`src/rcp_pkg.sv`:
```
// constants and types shared by the remote command parser
package rcp_pkg;
  // ascii characters the parser reacts to
  localparam logic [7:0] RCP_LF = 8'h0A;
  localparam logic [7:0] RCP_QMARK = 8'h3F;
  localparam logic [7:0] RCP_EQUALS = 8'h3D;
  localparam logic [7:0] RCP_CH_A = 8'h41;
  localparam logic [7:0] RCP_CH_Z = 8'h5A;
  localparam logic [7:0] RCP_CH_0 = 8'h30;
  localparam logic [7:0] RCP_CH_9 = 8'h39;
  // reply codes are sent as two ascii hex digits
  localparam logic [7:0] RCP_ACK_CHAR = 8'h30;
  localparam logic [7:0] RCP_ERR_CHAR = 8'h35;
  localparam logic [3:0] RCP_CODE_LEN = 4'h2;
  // command line buffer
  localparam int RCP_BUF_DEPTH = 32;
  localparam logic [5:0] RCP_BUF_FULL = 6'h20;
  localparam int RCP_MN_CHARS = 4;
  localparam logic [2:0] RCP_MN_MAX = 3'h4;
  localparam int RCP_NUM_CMDS = 8;
  localparam int RCP_QDATA_BYTES = 8;
  localparam logic [19:0] RCP_ARG_MAX = 20'h0FFFF;
  localparam logic [19:0] RCP_TEN = 20'h0000A;
  // known mnemonics, right justified ascii, zero padded
  localparam logic [31:0] RCP_MN_TABLE [RCP_NUM_CMDS] = '{
    32'h00004944, 32'h41444452, 32'h43415244, 32'h54595045,
    32'h4348414E, 32'h4741494E, 32'h46524551, 32'h534C4F54};

  typedef enum logic [1:0] {
    RCP_PH_MNEM,
    RCP_PH_QUERY,
    RCP_PH_ARGS
  } rcp_phase_type;

  typedef struct packed {
    logic valid;
    logic [7:0] data;
    logic eoi;
  } rcp_rxch_type;

  typedef struct packed {
    logic [2:0] cmd;
    logic query;
    logic has_arg;
    logic [15:0] arg;
  } rcp_cmd_type;

  typedef struct packed {
    logic err;
    logic [3:0] len;
    logic [63:0] data;
  } rcp_result_type;
endpackage

```
`src/rcp_parser.sv`:
```
// remote ascii command parser: line buffer, decoder, executor handshake, reply sender
`timescale 1ns/1ps
`default_nettype none

module rcp_parser (
  input wire logic clk_i,
  input wire logic resetn_i,
  input wire rcp_pkg::rcp_rxch_type ser_rx_i,
  input wire rcp_pkg::rcp_rxch_type gpib_rx_i,
  output logic rx_ready_o,
  output logic tx_valid_o,
  output logic [7:0] tx_data_o,
  output logic tx_gpib_o,
  input wire logic tx_ready_i,
  output logic exec_valid_o,
  output rcp_pkg::rcp_cmd_type exec_cmd_o,
  input wire logic exec_done_i,
  input wire rcp_pkg::rcp_result_type exec_res_i
);
  typedef enum logic [1:0] {
    RCP_COLLECT,
    RCP_PARSE,
    RCP_EXEC,
    RCP_REPLY
  } rcp_state_type;

  rcp_state_type state_q, state_d;
  logic [7:0] buf_mem [rcp_pkg::RCP_BUF_DEPTH];
  logic [5:0] wr_q, rd_q;
  logic ovf_q, from_gpib_q, rx_ready_q;
  rcp_pkg::rcp_phase_type ph_q;
  logic [31:0] mn_q;
  logic [2:0] mn_cnt_q;
  logic err_q, last_q;
  rcp_pkg::rcp_cmd_type cmd_q;
  logic exec_valid_q;
  rcp_pkg::rcp_result_type res_q;
  logic [3:0] tx_idx_q;
  logic tx_valid_q;
  logic [7:0] tx_data_q;

  // receive side; gpib only wins when serial is quiet, both never talk at once
  wire logic use_ser = ser_rx_i.valid;
  wire logic rx_any = ser_rx_i.valid | gpib_rx_i.valid;
  wire logic rx_take = rx_ready_q & rx_any;
  wire logic [7:0] rx_char = use_ser ? ser_rx_i.data : gpib_rx_i.data;
  // serial has no flow lines, so eoi is honoured on gpib only
  wire logic rx_eoi = ~use_ser & gpib_rx_i.eoi;
  wire logic rx_lf = (rx_char == rcp_pkg::RCP_LF);
  wire logic rx_term = rx_lf | rx_eoi;
  wire logic rx_store = rx_take & ~rx_lf;

  // decoder, shared by both ports
  wire logic parse_end = (rd_q == wr_q);
  wire logic [7:0] pc = buf_mem[rd_q[4:0]];
  wire logic is_upper = (pc >= rcp_pkg::RCP_CH_A) && (pc <= rcp_pkg::RCP_CH_Z);
  wire logic is_digit = (pc >= rcp_pkg::RCP_CH_0) && (pc <= rcp_pkg::RCP_CH_9);
  wire logic is_q = (pc == rcp_pkg::RCP_QMARK);
  wire logic is_eq = (pc == rcp_pkg::RCP_EQUALS);
  wire logic mn_empty = (mn_cnt_q == 3'h0);
  wire logic mn_ok = is_upper | (is_digit & ~mn_empty);
  wire logic mn_full = (mn_cnt_q == rcp_pkg::RCP_MN_MAX);
  wire logic [19:0] arg_next = 20'(cmd_q.arg) * rcp_pkg::RCP_TEN + 20'(pc - rcp_pkg::RCP_CH_0);
  wire logic arg_ovf = (arg_next > rcp_pkg::RCP_ARG_MAX);

  logic char_bad;
  always_comb begin
    char_bad = 1'b0;
    case (ph_q)
      // lower case, spaces and stray symbols all land here
      rcp_pkg::RCP_PH_MNEM: char_bad = ~(mn_ok | is_q | is_eq) | (mn_ok & mn_full)
                                       | ((is_q | is_eq) & mn_empty);
      rcp_pkg::RCP_PH_QUERY: char_bad = ~is_eq;
      rcp_pkg::RCP_PH_ARGS: char_bad = ~is_digit | arg_ovf;
      default: char_bad = 1'b1;
    endcase
  end

  logic [rcp_pkg::RCP_NUM_CMDS-1:0] mn_hit;
  genvar gi;
  generate
    for (gi = 0; gi < rcp_pkg::RCP_NUM_CMDS; gi++) begin : g_lookup
      assign mn_hit[gi] = (mn_q == rcp_pkg::RCP_MN_TABLE[gi]);
    end
  endgenerate

  logic [2:0] hit_idx;
  always_comb begin
    hit_idx = 3'h0;
    for (int i = rcp_pkg::RCP_NUM_CMDS - 1; i >= 0; i--) begin
      if (mn_hit[i]) begin
        hit_idx = 3'(i);
      end
    end
  end
  wire logic known = |mn_hit;
  wire logic end_bad = ~known | ((ph_q == rcp_pkg::RCP_PH_ARGS) & ~cmd_q.has_arg)
                       | ovf_q;
  wire logic parse_fail = parse_end ? end_bad : char_bad;

  // reply sequencing: code or query text, then line feed
  // a parse error or a failing executor result both answer with the error code
  wire logic reply_err = err_q | res_q.err;
  wire logic [3:0] body_len = (reply_err | ~cmd_q.query) ? rcp_pkg::RCP_CODE_LEN : res_q.len;
  wire logic at_lf = (tx_idx_q >= body_len);
  wire logic [7:0] q_byte = res_q.data[8 * (7 - 32'(tx_idx_q[2:0])) +: 8];
  wire logic [7:0] body_char = reply_err ? rcp_pkg::RCP_ERR_CHAR
                             : (cmd_q.query ? q_byte
                                : rcp_pkg::RCP_ACK_CHAR);
  wire logic [7:0] reply_char = at_lf ? rcp_pkg::RCP_LF : body_char;
  wire logic tx_load = (state_q == RCP_REPLY) & ~tx_valid_q & ~last_q;
  wire logic tx_fire = tx_valid_q & tx_ready_i;

  always_comb begin
    state_d = state_q;
    case (state_q)
      RCP_COLLECT: if (rx_take & rx_term) state_d = RCP_PARSE;
      RCP_PARSE: if (parse_fail) state_d = RCP_REPLY;
                 else if (parse_end) state_d = RCP_EXEC;
      RCP_EXEC: if (exec_done_i) state_d = RCP_REPLY;
      RCP_REPLY: if (tx_fire & last_q) state_d = RCP_COLLECT;
      default: state_d = RCP_COLLECT;
    endcase
  end

  always_ff @(posedge clk_i or negedge resetn_i) begin
    if (!resetn_i) state_q <= RCP_COLLECT;
    else state_q <= state_d;
  end

  always_ff @(posedge clk_i or negedge resetn_i) begin
    if (!resetn_i) rx_ready_q <= 1'b0;
    else rx_ready_q <= (state_d == RCP_COLLECT);
  end

  // line buffer; memory needs no reset
  always_ff @(posedge clk_i) begin
    if (rx_store && wr_q != rcp_pkg::RCP_BUF_FULL) buf_mem[wr_q[4:0]] <= rx_char;
  end

  always_ff @(posedge clk_i or negedge resetn_i) begin
    if (!resetn_i) begin
      wr_q <= 6'h00;
      ovf_q <= 1'b0;
      from_gpib_q <= 1'b0;
    end else if (state_q == RCP_REPLY && state_d == RCP_COLLECT) begin
      wr_q <= 6'h00;
      ovf_q <= 1'b0;
    end else if (rx_store) begin
      // an overlong line is kept as an error rather than silently cut
      if (wr_q == rcp_pkg::RCP_BUF_FULL) ovf_q <= 1'b1;
      else wr_q <= wr_q + 6'h01;
      from_gpib_q <= ~use_ser;
    end
  end

  always_ff @(posedge clk_i or negedge resetn_i) begin
    if (!resetn_i) begin
      rd_q <= 6'h00;
      ph_q <= rcp_pkg::RCP_PH_MNEM;
      mn_q <= 32'h00000000;
      mn_cnt_q <= 3'h0;
      err_q <= 1'b0;
      cmd_q <= '0;
    end else if (state_q == RCP_COLLECT) begin
      rd_q <= 6'h00;
      ph_q <= rcp_pkg::RCP_PH_MNEM;
      mn_q <= 32'h00000000;
      mn_cnt_q <= 3'h0;
      err_q <= 1'b0;
      cmd_q <= '0;
    end else if (state_q == RCP_PARSE) begin
      if (parse_fail) err_q <= 1'b1;
      else if (parse_end) cmd_q.cmd <= hit_idx;
      else begin
        rd_q <= rd_q + 6'h01;
        case (ph_q)
          rcp_pkg::RCP_PH_MNEM: begin
            if (is_q) begin
              cmd_q.query <= 1'b1;
              ph_q <= rcp_pkg::RCP_PH_QUERY;
            end else if (is_eq) ph_q <= rcp_pkg::RCP_PH_ARGS;
            else begin
              mn_q <= {mn_q[23:0], pc};
              mn_cnt_q <= mn_cnt_q + 3'h1;
            end
          end
          rcp_pkg::RCP_PH_QUERY: ph_q <= rcp_pkg::RCP_PH_ARGS;
          default: begin
            cmd_q.arg <= arg_next[15:0];
            cmd_q.has_arg <= 1'b1;
          end
        endcase
      end
    end
  end

  always_ff @(posedge clk_i or negedge resetn_i) begin
    if (!resetn_i) begin
      exec_valid_q <= 1'b0;
      res_q <= '0;
    end else begin
      exec_valid_q <= (state_d == RCP_EXEC);
      if (state_q == RCP_EXEC && exec_done_i) res_q <= exec_res_i;
    end
  end

  // the executor's error verdict folds into the reply code
  always_ff @(posedge clk_i or negedge resetn_i) begin
    if (!resetn_i) begin
      tx_valid_q <= 1'b0;
      tx_data_q <= 8'h00;
      tx_idx_q <= 4'h0;
      last_q <= 1'b0;
    end else if (state_q != RCP_REPLY) begin
      tx_idx_q <= 4'h0;
      last_q <= 1'b0;
    end else if (tx_load) begin
      tx_valid_q <= 1'b1;
      tx_data_q <= reply_char;
      tx_idx_q <= tx_idx_q + 4'h1;
      last_q <= at_lf;
    end else if (tx_fire) tx_valid_q <= 1'b0;
  end

  assign rx_ready_o = rx_ready_q;
  assign tx_valid_o = tx_valid_q;
  assign tx_data_o = tx_data_q;
  assign tx_gpib_o = from_gpib_q;
  assign exec_valid_o = exec_valid_q;
  assign exec_cmd_o = cmd_q;

  ser_term_a: assert property (@(posedge clk_i) disable iff (!resetn_i)
    rx_take && use_ser && rx_lf |=> state_q == RCP_PARSE)
    else $error("serial line feed did not end the command");
  gpib_eoi_a: assert property (@(posedge clk_i) disable iff (!resetn_i)
    rx_take && !use_ser && gpib_rx_i.eoi |=> state_q == RCP_PARSE ##1 rd_q <= wr_q)
    else $error("gpib eoi did not end the command");
  no_early_parse_a: assert property (@(posedge clk_i) disable iff (!resetn_i)
    state_q == RCP_COLLECT && !(rx_take && rx_term) |=> state_q == RCP_COLLECT)
    else $error("parsing began without a terminator");
  reply_lf_a: assert property (@(posedge clk_i) disable iff (!resetn_i)
    tx_valid_q && last_q |-> tx_data_q == rcp_pkg::RCP_LF)
    else $error("reply did not end in line feed");
  err_code_a: assert property (@(posedge clk_i) disable iff (!resetn_i)
    tx_valid_q && err_q && !last_q |-> tx_data_q == rcp_pkg::RCP_ERR_CHAR)
    else $error("error reply is not code 55");
  ack_code_a: assert property (@(posedge clk_i) disable iff (!resetn_i)
    tx_valid_q && !reply_err && !cmd_q.query && !last_q |-> tx_data_q == rcp_pkg::RCP_ACK_CHAR)
    else $error("configuration reply is not code 00");
  exec_hold_a: assert property (@(posedge clk_i) disable iff (!resetn_i)
    exec_valid_q && !exec_done_i |=> exec_valid_q && $stable(cmd_q))
    else $error("command changed while awaiting execution");
  busy_block_a: assert property (@(posedge clk_i) disable iff (!resetn_i)
    rx_ready_q |-> state_q == RCP_COLLECT)
    else $error("receiver open while a command is pending");
  query_start_a: assert property (@(posedge clk_i) disable iff (!resetn_i)
    state_q == RCP_EXEC && exec_done_i |=> state_q == RCP_REPLY ##1 tx_valid_q)
    else $error("query answer not started");
  unknown_err_a: assert property (@(posedge clk_i) disable iff (!resetn_i)
    state_q == RCP_PARSE && parse_end && !known |=> err_q && state_q == RCP_REPLY)
    else $error("unknown mnemonic not flagged as error");
  upper_only_a: assert property (@(posedge clk_i) disable iff (!resetn_i)
    state_q == RCP_PARSE && !parse_end && ph_q == rcp_pkg::RCP_PH_MNEM
    && !(is_upper || is_digit || is_q || is_eq) |=> err_q)
    else $error("illegal character accepted in mnemonic");
  exec_err_a: assert property (@(posedge clk_i) disable iff (!resetn_i)
    tx_valid_q && res_q.err && !last_q |-> tx_data_q == rcp_pkg::RCP_ERR_CHAR)
    else $error("failed execution did not answer with code 55");
  rx_close_a: assert property (@(posedge clk_i) disable iff (!resetn_i)
    rx_take && rx_term |=> !rx_ready_q)
    else $error("receiver stayed open after a terminator");
  parse_skip_a: assert property (@(posedge clk_i) disable iff (!resetn_i)
    state_q == RCP_PARSE && parse_fail |=> state_q == RCP_REPLY && !exec_valid_q)
    else $error("malformed command reached the executor");

  query_cov_c: cover property (@(posedge clk_i) disable iff (!resetn_i)
    tx_fire && last_q && cmd_q.query && !err_q);
  config_cov_c: cover property (@(posedge clk_i) disable iff (!resetn_i)
    tx_fire && last_q && !cmd_q.query && !err_q);
  error_cov_c: cover property (@(posedge clk_i) disable iff (!resetn_i)
    tx_fire && last_q && err_q);
  exec_err_cov_c: cover property (@(posedge clk_i) disable iff (!resetn_i)
    tx_fire && last_q && res_q.err && !err_q);
endmodule // rcp_parser

`default_nettype wire

```
`config.mk`:
```
export PLATFORM = sky130hd
export DESIGN_NAME = rcp_parser
export DESIGN_NICKNAME = d
export VERILOG_FILES = /design/src/rcp_pkg.sv /design/src/rcp_parser.sv
export SDC_FILE = /design/constraint.sdc
export NUM_CORES = 1
export LEC_CHECK = 0
export ABC_AREA = 1
export BUFFER_PORTS_ARGS = -buffer_cell sky130_fd_sc_hd__buf_2
export CORE_MARGIN = 4
export CORE_UTILIZATION = 64
export DETAILED_ROUTE_END_ITERATION = 8
export PLACE_DENSITY_LB_ADDON = 0.1
export SLEW_MARGIN = 25
export SYNTH_ARGS = -nofsm -noshare
export SYNTH_HDL_FRONTEND = slang
export SYNTH_SLANG_ARGS = --single-unit
```
`constraint.sdc`:
```
create_clock -name clk_i -period 7 [get_ports clk_i]
set_input_delay 1.4 -clock clk_i [delete_from_list [all_inputs] [get_ports clk_i]]
set_output_delay 1.4 -clock clk_i [all_outputs]
set_load 0.02 [all_outputs]
```
Yosys cells after proc, flatten, opt, wreduce, memory -nomap -nowiden
Memory sizes are Yosys's and may differ from the RTL's.
Cells that the tools add are included.
Cells by class
  add/sub/neg operators: 7
  multipliers: 1
  order comparisons: 6
  eq/ne operators: 29
  shifts and indexed selects: 1
  mux-type cells: 71
  bitwise gates (word level): 38
  reductions and logical operators: 33
Operator list (number)
  32-bit by 31-bit equality test with 1-bit output, second input constant: 7
  32-bit 2-to-1 mux: 7
  64-bit by 33-bit variable part select with 8-bit output: 1
  21-bit 2-to-1 mux: 3
  3-bit 2-to-1 mux: 16
  6-bit 2-to-1 mux: 7
  32-bit by 15-bit equality test with 1-bit output, second input constant: 1
  8-bit 2-to-1 mux: 4
  2-bit 2-to-1 mux: 11
  20-bit adder: 1
  20-bit by 16-bit greater-than comparator with 1-bit output, second input constant: 1
  16-bit by 3-bit multiplier with 19-bit output, second input constant: 1
  18-bit 2-to-1 mux: 1
  2-bit nonzero test: 9
  17-bit 2-to-1 mux: 1
  8-bit by 6-bit equality test with 1-bit output, second input constant: 2
  1-bit 2-to-1 mux: 15
  1-bit NOT: 13
  1-bit OR: 13
  6-bit by 1-bit adder with 6-bit output, second input constant: 2
  1-bit AND: 12
  4-bit 2-to-1 mux: 3
  2-bit AND reduction: 6
  2-bit by 1-bit != test with 1-bit output, second input constant: 5
  31 further kinds: 44
Storage, ports and cells
  register bits after elaboration: 160
  RAM bits: 256
  bits of input ports: 93
  output and inout bits: 33
  word-level logic and storage cells: 209
  memories kept: 1
Memory list
  buf_mem: depth 32, width 8, rd ports 1, clocked after memory_dff 0, write ports 1, RTL line rcp_parser.sv:28  | logic [7:0] buf_mem [rcp_pkg::RCP_BUF_DEPTH];

Depth between registers and ports, before layout
An unclocked memory read counts as a cell.
  depth in word-level cells: 18
  mapped depth: 33
  mapped depth without buffers: 32

Worst setup path after synthesis
Ideal clock, no wire load.
  path kind: flip-flop to flip-flop
  from: register cmd_q, in the netlist exec_cmd_o[1]
  to: register cmd_q, in the netlist exec_cmd_o[10]
  data arrival time: 4573 ps
  required time: 6883 ps
  path slack: 2310 ps
  cell stages (with the launch flop): 33
  buffers on the path: 1
  clock period less this slack: 4690 ps
  path through: dfrtp_1 ha_1 ha_1 fa_1 a21oi_1 o21ai_0 nand2_1 nand3_1 nand2_1 nand2_1 nand2_1 nand2_1 a21oi_1 o21bai_1 a21oi_1 o21ai_0 xor2_1 ha_1 inv_1 nor3_1 nand2_1 or2_2 o311ai_0 nand3_1 nand2_1 nand2_1 nand2_1 nand3_4 nand2_4 nand3_4 buf_2 nand2_1 nand2_1
On the way
  word-level cells in the longest chain between the ends: 8
RTL lines
  start: declaration: RTL line rcp_parser.sv:35  | rcp_pkg::rcp_cmd_type cmd_q;
  16-bit by 3-bit multiplier with 19-bit output *: RTL line rcp_parser.sv:63  | wire logic [19:0] arg_next = 20'(cmd_q.arg) * rcp_pkg::RCP_TEN + 20'(pc - rcp_pkg::RCP_CH_0);
  20-bit adder *: RTL line rcp_parser.sv:63
  20-bit by 16-bit greater-than comparator with 1-bit output: RTL line rcp_parser.sv:64  | wire logic arg_ovf = (arg_next > rcp_pkg::RCP_ARG_MAX);
  1-bit OR: RTL line rcp_parser.sv:74  | rcp_pkg::RCP_PH_ARGS: char_bad = ~is_digit | arg_ovf;
  1-bit case mux with 3 select lines: RTL line rcp_parser.sv:69  | case (ph_q)
  1-bit 2-to-1 mux: RTL line rcp_parser.sv:99  | wire logic parse_fail = parse_end ? end_bad : char_bad;
  2-bit by 1-bit != test with 1-bit output (no line)
  4-bit AND reduction (no line)
Every way passes the cells marked *; elsewhere a longest branch is shown, timed or not. The select of a mux whose other input is x is not followed.
A chain may end at the register's enable or synchronous reset.

Final worst setup path
  from: register rd_q[1]
  to: register ph_q[0]
On the way
  word-level cells in the longest chain between the ends: 14
RTL lines
  start: declaration: RTL line rcp_parser.sv:29  | logic [5:0] wr_q, rd_q;
  start signal: assignment: RTL line rcp_parser.sv:176  | rd_q <= rd_q + 6'h01;
  branches (longest 14 deep; another with 20-bit adder)
  end signal: assignment: RTL line rcp_parser.sv:160  | ph_q <= rcp_pkg::RCP_PH_MNEM;
  end signal: assignment: RTL line rcp_parser.sv:167  | ph_q <= rcp_pkg::RCP_PH_MNEM;
  end signal: assignment: RTL line rcp_parser.sv:181  | ph_q <= rcp_pkg::RCP_PH_QUERY;
  end: declaration: RTL line rcp_parser.sv:31  | rcp_pkg::rcp_phase_type ph_q;
Several ways; the timed one is not identified. The select of a mux whose other input is x is not followed.

==> run metrics <==
worst-skew pair later-pin latency=roughly 0.56 ns; WL/cell=~19 um; final setup fails=0; Die W=approximately 190 um; share of cells above drive strength 1=about 14%; sequential share of the synthesized area=56.69%; drt drc=0; crit start category=register; most common cell after layout, fill and taps aside=nand2_1; total gr overflow=0; H-tree depth=2; Yosys warning count=0; initial core utilization=65.19%; Core ar.=~32000 sq um; Mapped Avg Cell Area=about 9.5 sq um; slowest cell on the critical path=buf_4; routability cong.=around 0.91; CTS tree=built; cells after synthesis=2167; Power Density=approximately 370 nW/um^2; Worst-path clk slew=0.06 ns; Primary FF master, synth=edfxtp_1; max capacitance violation total=0; layout net count=between 2000 and 2500; Hold Path Class=reg -> reg; Worst slew margin=38.53%; RSZ-0062 raised after global routing=false; DIE HEIGHT=roughly 190 um; most frequent cells in the layout=nand2_1, nor2_1, edfxtp_1, nand3_1, dfrtp_1; total CTS buffers=43; CTS resizes=0; HPWL after detailed placement=approximately 33 mm; most frequent CP cell=nand2_1; Clock Path Buffers=3; Leak Pwr=about 10 nW; CTS Sinks=around 420; Worst Reg-to-Reg Cells=26; final worst-path cycle share=approximately 81%; Row Count=65; via/cell ratio=around 5.8; fin util=around 73%; vias in the first global route=about 16000; worst slew pin tran=between 0.9 and 1 ns; minimum clock period=between 5 and 6 ns; initial antenna violation count=2; syn nets=around 2300; Final Max Tran Viols=0; Worst Setup Path Type=reg -> reg; Setup crit end kind=register; Async S/R FF share, synth=38.46%; CP arrival=around 6.1 ns; area grow syn2layout=11.50%; post-synthesis register bit count=between 400 and 500; Post-CTS Repair Setup Buffers=0; # IOs=approximately 130; root buffer cell=clkbuf_16; critical path peak fanout=81; Setup Skew=between 0.015 and 0.02 ns; # hold bufs at CTS=0; setup TNS=0 ns; Starting DRT DRC Count=1425; final hold vios=0; Fmax=between 150 and 200 MHz; Post-synth EDFFs=256; Routed Wire Length=50.96 mm; status=completed; Antenna Nets Post-Route=0; Finished Cell Area=22990 sq um; Worst Path Required=~7.4 ns; Cell Area, Synth=between 20000 and 25000 sq um; port bufs=124; drt first pass iters=6; largest net degree at the start of global routing=between 100 and 150; Post-Place Cell Area=about 22000 sq um; unique cell type count in the Yosys netlist=49; global-route wire length before repair=between 80 and 90 mm; Worst Hold Path Cells=2; Max stage delay on crit path=~0.72 ns; Tot GR Track Use=between 20 and 30%; Max VDD drop=249.1 uV; Vias=15810; die area=between 30000 and 40000 sq um
-- synthesized netlist by cell type, types with 4 or more instances --
cell type	n	share of area, %
ha_1	62	3.8
dfrtp_1	160	19
xor2_1	23	0.98
o21ai_0	95	2.3
clkinv_1	5	0.091
nor3_1	19	0.46
buf_4	17	0.62
clkbuf_1	49	0.89
buf_6	4	0.22
o211ai_1	22	0.80
nor2_2	4	0.12
inv_2	6	0.11
nand4_1	59	1.8
nand3_1	159	3.9
or2_2	5	0.15
o221ai_1	8	0.34
nand2_1	496	9.0
xnor2_1	14	0.59
edfxtp_1	256	37
buf_2	25	0.61
o21bai_1	5	0.18
a22o_1	5	0.21
inv_1	157	2.9
nand3b_1	4	0.15
a21oi_1	82	2.0
o21ai_1	33	0.80
mux2_2	58	3.2
nor4_1	14	0.42
nor2_1	279	5.1
nand2_2	7	0.21
-- per-layer routing --
layer	share of wire, %	global-route usage (%)	vias to the layer above
met5	0	0	-
li1	-	-	7565
met1	42	39.19	7571
met3	6.8	4.821	99
met2	49	47.47	570
met4	2.7	8.865	0
-- worst max-delay path, delay by kind of cell (launching register included) --
kind | cells | cell delay, ns
AO/OA/AOI/OAI | 3 | 0.43
adder cells (fa/ha/maj) | 2 | 0.63
AND/OR/NAND/NOR | 18 | 2.88
buffers and inverters | 3 | 1.18
flip-flops | 1 | 0.36
-- worst paths after layout --
kind	start	slack, ns	to
worst max-delay path	rd_q[1]	1.34	ph_q[0]
worst min register to register	exec_cmd_o[18]	0.47	exec_cmd_o[18]
max in group asynchronous	resetn_i	5.00	res_q[52]
worst min-delay path	exec_cmd_o[18]	0.47	exec_cmd_o[18]
worst max register to register	rd_q[1]	1.34	ph_q[0]
min in group asynchronous	resetn_i	0.79	exec_cmd_o[12]
-- state kept, by name (all words and copies together), names as in the netlist, 2 cells and up --
| name | flops |
|---|---|
| wr_q | 6 |
| mn_q | 32 |
| exec_cmd_o | 21 |
| state_q | 2 |
| buf_mem | 256 |
| tx_idx_q | 4 |
| mn_cnt_q | 3 |
| tx_data_o | 8 |
| res_q | 69 |
| rd_q | 6 |
| ph_q | 2 |
-- stage by stage --
stage,setup WS [ns],instances,total power (W),hold slack (ns)
floorplan,2.310,2167,0.005332,0.4392
global route,0.7999,2704,0.008915,0.4964
finish,1.336,2704,0.008426,0.4739
detailed placement,1.463,2621,0.006064,0.4593
global placement,1.619,2621,0.005965,0.4486
CTS,1.365,2701,0.008418,0.4753
-- area by class of cell --
type / instances / area [sq um]
inverter: 169 / 636.9
multi-input combinational: 1484 / 7829
fill: 2296 / 8642
timing repair buffer: 151 / 867.1
sequential: 416 / 11700
tap: 402 / 503.0
antenna: 2 / 5.005
clock buffer: 49 / 1119
clock inverter: 31 / 339.1
-- cells by family after synthesis --
family / count (synthesis) / share of synthesized area (%)
AOI/OAI and AO/OA: 270 / 7.365
and+or+nand+nor: 1055 / 21.78
DFF: 416 / 56.69
buffers and inverters: 267 / 5.472
muxes: 58 / 3.167
xor gates and xnor gates: 37 / 1.571
adders and majority gates: 64 / 3.956
-- where the power goes --
group / internal, W / total (W) / switching [W]
clock network: 0.00138 / 0.00236 / 0.000977
registers: 0.00297 / 0.00324 / 0.000267
logic: 0.000960 / 0.00283 / 0.00187
(Power assumes the default switching activity.)
